===== src/rtl/spt_pkg.sv =====
// Shared constants for the serial port timing block.
package spt_pkg;

  // Field widths.
  localparam int DIV_W  = 8;
  localparam int CD_W   = 3;
  localparam int WORD_W = 8;
  localparam int SYNC_N = 3;

  // Serial clock edges in one word and the sample count that closes it.
  localparam logic [4:0] EDGES_PER_WORD = 5'h10;
  localparam logic [3:0] BITS_PER_WORD  = 4'h8;

  // Indices into the synchronised pin vector.
  localparam int PIN_SCLK = 0;
  localparam int PIN_SEL  = 1;
  localparam int PIN_DATA = 2;

  // Nominal undivided clock period and the actual reference clock period.
  localparam real UNDIVIDED_PLL_CLOCK_PERIOD_NS    = 48.8;
  localparam int  REF_CLK_PERIOD_NS = 50;
  // One reference clock cycle stands for one undivided clock period.
  localparam int  UNDIVIDED_PLL_CLOCK_CYCLES = (REF_CLK_PERIOD_NS >= UNDIVIDED_PLL_CLOCK_PERIOD_NS) ? 1 : 2;

  // Reset values of the pins and state.
  localparam logic       SCLK_IDLE   = 1'b0;
  localparam logic       SELECT_IDLE = 1'b1;
  localparam logic       DATA_IDLE   = 1'b0;
  localparam logic [2:0] SYNC_RESET  = 3'h7;

endpackage : spt_pkg


===== src/rtl/spt_tick_if.sv =====
// Carries the divider setting in and the divided core clock tick out.
`timescale 1ns/1ps
interface spt_tick_if;
  import spt_pkg::*;
  logic [CD_W-1:0] cdField;
  logic            tick;
  modport gen  (input cdField, output tick);
  modport sink (output cdField, input tick);
endinterface : spt_tick_if


===== src/rtl/spt_top.sv =====
// Serial peripheral port with master and slave roles and both clock phases.
//
// Functional notes
// - As master the serial clock stays low for divisor plus one divided core clock periods.
// - As master the serial clock stays high for the same divisor plus one periods.
// - The divided core clock period is the undivided period times two to the divider field.
// - The undivided clock feeding the divider is the nominal PLL clock of about 48.8 ns.
// - Output data is valid within 2 undivided plus 2 divided periods (master) or 3 plus 2 (slave).
// - As master in phase 0 the first bit is driven half a low period before the first edge.
// - As slave in phase 0 the first bit is valid within 3 plus 2 periods of select going low.
`timescale 1ns/1ps
module spt_top
  import spt_pkg::*;
(
  // Clock and reset
  input  wire logic              ref_clk,
  input  wire logic              reset,
  // Configuration
  input  wire logic              masterMode,
  input  wire logic              clockPhase,
  input  wire logic [DIV_W-1:0]  serialClockDivisor,
  input  wire logic [CD_W-1:0]   coreClockDividerField,
  // User side
  input  wire logic              txStart,
  input  wire logic [WORD_W-1:0] txData,
  output logic      [WORD_W-1:0] rxData,
  output logic                   rxValid,
  output logic                   busy,
  // Serial clock pin
  input  wire logic              sclkIn,
  output logic                   sclkOut,
  output logic                   sclkOe,
  // Slave select pin, active low
  input  wire logic              selectInN,
  output logic                   selectOutN,
  output logic                   selectOe,
  // Data pins: out is MOSI as master and MISO as slave, in the opposite one
  input  wire logic              dataIn,
  output logic                   dataOut,
  output logic                   dataOutOe
);

  typedef enum logic [1:0] {ST_IDLE, ST_RUN, ST_TAIL, ST_SLAVE} spt_state_e;

  spt_tick_if tk ();
  assign tk.cdField = coreClockDividerField;

  spt_core_div u_div (
    .ref_clk (ref_clk),
    .reset   (reset),
    .tk      (tk)
  );

  // Half of one low period in divided clock ticks, never less than one.
  function automatic logic [DIV_W:0] spt_half(input logic [DIV_W-1:0] d);
    logic [DIV_W:0] h;
    h = ({1'b0, d} + 1'b1) >> 1;
    if (h == '0) begin
      h = (DIV_W+1)'(1);
    end
    return h;
  endfunction : spt_half

  // Pin synchronisers: three stages, a change counts once stages two and three agree.
  logic [2:0] s1_r, s2_r, s3_r, filt_r;
  logic [2:0] pins, filt_nxt;

  always_comb begin
    pins = {dataIn, selectInN, sclkIn};
    for (int i = 0; i < 3; i++) begin
      filt_nxt[i] = (s2_r[i] == s3_r[i]) ? s3_r[i] : filt_r[i];
    end
  end

  always_ff @(posedge ref_clk or posedge reset) begin
    if (reset) begin
      s1_r   <= SYNC_RESET;
      s2_r   <= SYNC_RESET;
      s3_r   <= SYNC_RESET;
      filt_r <= SYNC_RESET;
    end else begin
      s1_r   <= pins;
      s2_r   <= s1_r;
      s3_r   <= s2_r;
      filt_r <= filt_nxt;
    end
  end

  // Transfer state.
  spt_state_e        state_r, state_nxt;
  logic [DIV_W:0]    cnt_r, cnt_nxt;
  logic [4:0]        edgeCnt_r, edgeCnt_nxt;
  logic [3:0]        bitCnt_r, bitCnt_nxt;
  logic [WORD_W-1:0] txShift_r, txShift_nxt;
  logic [WORD_W-1:0] rxShift_r, rxShift_nxt;
  logic [WORD_W-1:0] rxData_r, rxData_nxt;
  logic              rxValid_r, rxValid_nxt;
  logic              busy_r, busy_nxt;
  logic              sclkOut_r, sclkOut_nxt;
  logic              sclkOe_r, sclkOe_nxt;
  logic              selectOutN_r, selectOutN_nxt;
  logic              selectOe_r, selectOe_nxt;
  logic              dataOut_r, dataOut_nxt;
  logic              dataOutOe_r, dataOutOe_nxt;

  logic              ev, rise, fall, sampleNow, driveNow;
  logic [DIV_W:0]    fullLoad, halfLoad;
  logic [3:0]        bitsAfter;

  always_comb begin
    state_nxt      = state_r;
    cnt_nxt        = cnt_r;
    edgeCnt_nxt    = edgeCnt_r;
    bitCnt_nxt     = bitCnt_r;
    txShift_nxt    = txShift_r;
    rxShift_nxt    = rxShift_r;
    rxData_nxt     = rxData_r;
    rxValid_nxt    = 1'b0;
    busy_nxt       = busy_r;
    sclkOut_nxt    = sclkOut_r;
    sclkOe_nxt     = sclkOe_r;
    selectOutN_nxt = selectOutN_r;
    selectOe_nxt   = selectOe_r;
    dataOut_nxt    = dataOut_r;
    dataOutOe_nxt  = dataOutOe_r;
    fullLoad       = {1'b0, serialClockDivisor};
    halfLoad       = spt_half(serialClockDivisor) - 1'b1;
    ev             = tk.tick && (cnt_r == '0);
    rise           = 1'b0;
    fall           = 1'b0;
    bitsAfter      = bitCnt_r + 1'b1;

    // Serial clock edges come from the own counter as master, from the pin as slave.
    if (state_r == ST_RUN && ev) begin
      rise = ~sclkOut_r;
      fall = sclkOut_r;
    end else if (state_r == ST_SLAVE && filt_nxt[PIN_SEL] == 1'b0) begin
      rise = filt_nxt[PIN_SCLK] && !filt_r[PIN_SCLK];
      fall = !filt_nxt[PIN_SCLK] && filt_r[PIN_SCLK];
    end
    sampleNow = clockPhase ? fall : rise;
    driveNow  = clockPhase ? rise : (fall && bitCnt_r < BITS_PER_WORD);

    if (tk.tick && cnt_r != '0) begin
      cnt_nxt = cnt_r - 1'b1;
    end

    // Sampling runs a few reference cycles after the edge behind the synchroniser.
    if (sampleNow) begin
      rxShift_nxt = {rxShift_r[WORD_W-2:0], filt_nxt[PIN_DATA]};
      bitCnt_nxt  = bitsAfter;
      if (bitsAfter == BITS_PER_WORD) begin
        rxData_nxt  = {rxShift_r[WORD_W-2:0], filt_nxt[PIN_DATA]};
        rxValid_nxt = 1'b1;
      end
    end
    // Output bit is registered on the edge cycle itself, well inside the valid window.
    if (driveNow) begin
      dataOut_nxt = txShift_r[WORD_W-1];
      txShift_nxt = {txShift_r[WORD_W-2:0], 1'b0};
    end

    unique case (state_r)
      ST_IDLE: begin
        if (masterMode && txStart) begin
          state_nxt      = ST_RUN;
          busy_nxt       = 1'b1;
          sclkOe_nxt     = 1'b1;
          selectOe_nxt   = 1'b1;
          selectOutN_nxt = 1'b0;
          dataOutOe_nxt  = 1'b1;
          sclkOut_nxt    = SCLK_IDLE;
          edgeCnt_nxt    = '0;
          bitCnt_nxt     = '0;
          cnt_nxt        = halfLoad;
          txShift_nxt    = txData;
          if (!clockPhase) begin
            // First bit leads the first edge by half a low period.
            dataOut_nxt = txData[WORD_W-1];
            txShift_nxt = {txData[WORD_W-2:0], 1'b0};
          end
        end else if (!masterMode && filt_nxt[PIN_SEL] == 1'b0 && filt_r[PIN_SEL] == 1'b1) begin
          // The master frames the word with select low before it clocks.
          state_nxt     = ST_SLAVE;
          busy_nxt      = 1'b1;
          dataOutOe_nxt = 1'b1;
          bitCnt_nxt    = '0;
          txShift_nxt   = txData;
          if (!clockPhase) begin
            // Select low alone puts the first bit out.
            dataOut_nxt = txData[WORD_W-1];
            txShift_nxt = {txData[WORD_W-2:0], 1'b0};
          end
        end
      end
      ST_RUN: begin
        if (ev) begin
          // Each clock phase between the first and last edges lasts divisor plus one divided core clock ticks.
          sclkOut_nxt = ~sclkOut_r;
          edgeCnt_nxt = edgeCnt_r + 1'b1;
          cnt_nxt     = fullLoad;
          if (edgeCnt_r + 1'b1 == EDGES_PER_WORD) begin
            state_nxt = ST_TAIL;
            cnt_nxt   = halfLoad;
          end
        end
      end
      ST_TAIL: begin
        if (ev) begin
          state_nxt      = ST_IDLE;
          busy_nxt       = 1'b0;
          selectOutN_nxt = SELECT_IDLE;
          selectOe_nxt   = 1'b0;
          sclkOe_nxt     = 1'b0;
          dataOutOe_nxt  = 1'b0;
        end
      end
      ST_SLAVE: begin
        // Select going high closes the word and releases the data pin.
        if (filt_nxt[PIN_SEL] == 1'b1) begin
          state_nxt     = ST_IDLE;
          busy_nxt      = 1'b0;
          dataOutOe_nxt = 1'b0;
        end
      end
    endcase
  end

  always_ff @(posedge ref_clk or posedge reset) begin
    if (reset) begin
      state_r      <= ST_IDLE;
      cnt_r        <= '0;
      edgeCnt_r    <= '0;
      bitCnt_r     <= '0;
      txShift_r    <= '0;
      rxShift_r    <= '0;
      rxData_r     <= '0;
      rxValid_r    <= 1'b0;
      busy_r       <= 1'b0;
      sclkOut_r    <= SCLK_IDLE;
      sclkOe_r     <= 1'b0;
      selectOutN_r <= SELECT_IDLE;
      selectOe_r   <= 1'b0;
      dataOut_r    <= DATA_IDLE;
      dataOutOe_r  <= 1'b0;
    end else begin
      state_r      <= state_nxt;
      cnt_r        <= cnt_nxt;
      edgeCnt_r    <= edgeCnt_nxt;
      bitCnt_r     <= bitCnt_nxt;
      txShift_r    <= txShift_nxt;
      rxShift_r    <= rxShift_nxt;
      rxData_r     <= rxData_nxt;
      rxValid_r    <= rxValid_nxt;
      busy_r       <= busy_nxt;
      sclkOut_r    <= sclkOut_nxt;
      sclkOe_r     <= sclkOe_nxt;
      selectOutN_r <= selectOutN_nxt;
      selectOe_r   <= selectOe_nxt;
      dataOut_r    <= dataOut_nxt;
      dataOutOe_r  <= dataOutOe_nxt;
    end
  end

  assign rxData     = rxData_r;
  assign rxValid    = rxValid_r;
  assign busy       = busy_r;
  assign sclkOut    = sclkOut_r;
  assign sclkOe     = sclkOe_r;
  assign selectOutN = selectOutN_r;
  assign selectOe   = selectOe_r;
  assign dataOut    = dataOut_r;
  assign dataOutOe  = dataOutOe_r;

endmodule : spt_top


===== src/rtl/spt_core_div.sv =====
// Power-of-two divider that makes the divided core clock tick.
`timescale 1ns/1ps
module spt_core_div
  import spt_pkg::*;
(
  // Clock and reset
  input  wire logic ref_clk,
  input  wire logic reset,
  // Divider link
  spt_tick_if.gen   tk
);

  localparam int CNT_W = (1 << CD_W) - 1;

  logic [CNT_W-1:0] cnt_r;
  logic [CNT_W-1:0] cnt_nxt;
  logic             tick_r;
  logic             tick_nxt;
  logic [CNT_W-1:0] mask;

  // The reference clock is the undivided clock; one tick every 2^cd cycles.
  always_comb begin
    mask     = CNT_W'((1 << tk.cdField) - 1);
    tick_nxt = (cnt_r == mask);
    cnt_nxt  = (cnt_r >= mask) ? '0 : cnt_r + 1'b1;
  end

  always_ff @(posedge ref_clk or posedge reset) begin
    if (reset) begin
      cnt_r  <= '0;
      tick_r <= 1'b0;
    end else begin
      cnt_r  <= cnt_nxt;
      tick_r <= tick_nxt;
    end
  end

  assign tk.tick = tick_r;

endmodule : spt_core_div


===== config.mk =====
export PLATFORM = sky130hd
export DESIGN_NAME = spt_top
export DESIGN_NICKNAME = d
export VERILOG_FILES = /design/src/rtl/spt_pkg.sv /design/src/rtl/spt_tick_if.sv /design/src/rtl/spt_top.sv /design/src/rtl/spt_core_div.sv
export SDC_FILE = /design/constraint.sdc
export NUM_CORES = 1
export LEC_CHECK = 0
export ABC_CLOCK_PERIOD_IN_PS = 2650
export BUFFER_PORTS_ARGS = -buffer_cell sky130_fd_sc_hd__buf_2
export CAP_MARGIN = 20
export CELL_PAD_IN_SITES_DETAIL_PLACEMENT = 0
export CELL_PAD_IN_SITES_GLOBAL_PLACEMENT = 1
export CORE_MARGIN = 5
export CORE_UTILIZATION = 41
export DETAILED_ROUTE_END_ITERATION = 8
export PLACE_DENSITY_LB_ADDON = 0.1
export SLEW_MARGIN = 20
export SYNTH_ARGS = -nofsm -noshare
export SYNTH_HDL_FRONTEND = slang
export SYNTH_SLANG_ARGS = --single-unit

===== constraint.sdc =====
create_clock -name ref_clk -period 2.65 [get_ports ref_clk]
set_clock_uncertainty 0.15 [all_clocks]
set_input_delay 0.265 -clock ref_clk [delete_from_list [all_inputs] [get_ports ref_clk]]
set_output_delay 0.265 -clock ref_clk [all_outputs]
set_load 0.01 [all_outputs]

==> impl_metrics.ini <==
[pwr]
intPower_mw = 1.87
p_total_mw = 2.67
ir_drop_v = 0.000414
seqPwrFrac_pct = 47.1
power.switching_mw = 0.798
power_density_mw_per_mm2 = 591
p_clk_share_pct = 33.8
sw_frac_of_total_pct = 29.9
leakage_nw = 2.07
combPwrFrac_pct = 19.1

[cells_and_area]
area_growth_pct = 18.5
drive_above_1_share_pct = 26.5
final_cells = 556
antenna_cells = 0
fin_area_mm2 = 0.00451
layout.nets = 481

[logic_synthesis]
syn_area_mm2 = 0.00381
synth.most_common_cell = dfrtp_1
syn_area_per_cell_um2 = 10.1
synth_seq_cells = 69
synth_common_cells = dfrtp_1 (56), nand2_1 (50), nor2_1 (28)
synth_fp_nets = 418
synth.distinct_cells = 62
synth_edf_count = 0
synth_top_flop_cell = dfrtp_1
yosysTopAreaCellShare_pct = 36.8
ys_top_cells_by_area = dfrtp_1 (37%), dfstp_2 (9.0%), nand2_1 (4.9%)
async_reset_ff_share_pct = 100
yosysSeqAreaShare_pct = 45.8
synth_top_cell_by_area = dfrtp_1
yosys_warnings = 0
synth_cells = 377

[worst_setup_path]
cp.required_ns = 2.72
r2r_cells = 6
timing.rr.end = rxShift_r[2]
critPathLaunch = s2_r[1]
cp.arrival_ns = 2.60
startpoint_type = flop
worstPathCellList = maj3_2 > or3_1 > o32a_1 > mux2i_4 > buf_4 > mux2_2
crit_cells = 6
criticalPathCategory = flop to flop
slowest_delay_ns = 0.40
timing.rr.start = s2_r[1]
crit_end = rxShift_r[2]
cp-end-kind = flop
crit_family = multiplexers
path_max_fanout = 13
rrSetupSlack_ns = 0.13
cp_slowest_cell = o32a_1
path_buf_inv = 1

[floorplan]
die_h_um = 106
core_area_mm2 = 0.00915
die_w_um = 106
die_area_mm2 = 0.0113
rows = 35
start_util_pct = 41.6
boundaryPins = 43

[route]
firstDrtPassIters = 4
drt_iter0_markers = 130
drtAntennaViolNets = 0
avgRoutedWirePerCell_um = 14.9
via_count = 3022
drt_wl_total_um = 8280
drc = 0
viasPerCell = 5.44

[cts]
h-tree-depth = 3
cts_setup_buffers = 0
path_clk_slew_ns = 0.08
numCtsBuffers = 9
cts_root_buf = clkbuf_8
cts_buffer_depth = 2
cts_tree = built
worstSkewPairLatency_ns = 0.34
clock_sinks = 69

[sta]
drv_slew = 0
setup_violations = 0
hold_viol_final = 0
rsz0062_at_grt = no
finalCritPeriodShare_pct = 95.2
fin_hold_ws_ns = 0.0260
max_freq_mhz = 396
slew_headroom_pct = 58.2
fin_crit_ns = 2.52
max_slew.worst_pin.slew_ns = 0.625
fin_setup_tns_ns = 0

[global_route]
grt_usage_pct = 15.6
grt_pass1_wl_um = 14400
grt_start_max_net_pins = 70
gr-total-overflow = 0
antenna_found_initial = 0
first_global_vias = 2955

[placed_design]
globalplace.congestion = 0.803
dpl_cell_area_mm2 = 0.00425
dp_cells = 536
io_buffers = 42
post-dp-hpwl_um = 6090

[outcome]
status = complete, no violations

[min_path]
hold_path_depth = 3
hp-class = input port to flop

[flow_run]
cap_violations = 0
==> worst min path at each step <==
stage	slack, ns	to	startpoint
3_5_place_dp	0.20	s2_r[0]	s1_r[0]
2_1_floorplan	0.12	s1_r[0]	sclkIn
3_3_place_gp	0.20	s2_r[0]	s1_r[0]
5_1_grt	0.02	txShift_r[0]	txData[0]
4_1_cts	0.01	dataOut	txData[7]
6_report	0.03	txShift_r[0]	txData[0]
==> power by group through the flow <==
stage          Combinational, mW  Clock (mW)  Sequential [mW]
2_1_floorplan              0.368           0             1.25
4_1_cts                    0.511       0.929             1.25
3_5_place_dp               0.505           0             1.27
3_3_place_gp               0.502           0             1.27
6_report                   0.510       0.902             1.26
5_1_grt                    0.585       0.984             1.27
==> cell usage in the layout (no fill, tap or decap), types with 3 or more instances in the layout <==
master / Yosys / routed
dlygate4sd3_1: 0 / 4
xor2_1: 9 / 9
o221ai_1: 10 / 10
mux2i_1: 10 / 10
nor2_1: 28 / 28
nand3_1: 17 / 17
nand3b_1: 4 / 4
clkbuf_8: 0 / 10
nor4_1: 7 / 7
nand4_1: 5 / 5
inv_1: 11 / 10
dfstp_2: 13 / 13
a221o_1: 3 / 3
o21ai_0: 19 / 19
and3_1: 6 / 6
nor3_1: 7 / 7
mux2_2: 7 / 7
xnor2_1: 14 / 14
or3_1: 3 / 3
nand2_1: 50 / 50
dfrtp_1: 56 / 56
ha_1: 14 / 14
buf_2: 4 / 42
mux2_4: 8 / 8
a21oi_1: 14 / 14
buf_4: 3 / 20
==> worst reg2reg max path, delay by kind of cell, from the launching register on <==
family / cells / cell delay [ns]
AO/OA/AOI/OAI: 1 / 0.40
adder cells (fa/ha/maj): 1 / 0.33
buffers and inverters: 1 / 0.24
flip-flops: 1 / 0.38
multiplexers: 2 / 0.54
AND/OR/NAND/NOR: 1 / 0.36
==> cells by family (layout without fill, tap and decap cells) <==
kind of cell | Yosys count | count (layout) | share of synthesized area, %
fa+ha+maj | 16 | 16 | 5.16
simple gates | 145 | 145 | 19.3
buf+inv | 27 | 95 | 3.09
compound gates | 71 | 71 | 12.9
flops | 69 | 69 | 45.8
mux | 26 | 26 | 8.45
xor+xnor | 23 | 23 | 5.29
==> cell type report <==
cell class	count	area (um^2)
inverter	12	45.0
clock buffer	10	138
clock inverter	6	71.3
sequential	69	1740
fill	873	4640
tap	111	139
timing repair buffer	67	420
multi-input combinational	281	1960
==> flip-flops by register name, indices dropped and copies added, names as in the netlist, 2 cells and up <==
name,count
filt_r,3
bitCnt_r,4
rxShift_r,7
u_div.cnt_r,7
s1_r,3
cnt_r,9
txShift_r,8
edgeCnt_r,5
s3_r,3
state_r,2
rxData,8
s2_r,3
==> stage by stage <==
stage               utilization [%]  setup WS (ns)
finish                         49.3          0.126
global route                   49.3         0.0386
CTS                            49.2         0.0556
detailed placement             46.5         0.0828
global placement               46.5          0.126
floorplan                         -          0.101
==> layer usage <==
| layer | part of all wire [%] | GRT usage (%) | wire (um) |
|---|---|---|---|
| met5 | 0 | 0 | 0 |
| met4 | 0.92 | 3.89 | 76 |
| met3 | 4.1 | 4.31 | 338 |
| met2 | 45 | 24.1 | 3760 |
| met1 | 50 | 21.8 | 4100 |
==> what timing repair did <==
| action | 4_1_cts | 5_1_grt |
|---|---|---|
| hold buffers | 4 | 0 |
| gates resized for setup | 0 | 1 |
| endpoints found under the setup margin | 0 | 12 |
| endpoints found under the hold margin | 59 | 0 |
Note: power is estimated with default switching activity, not from simulation.
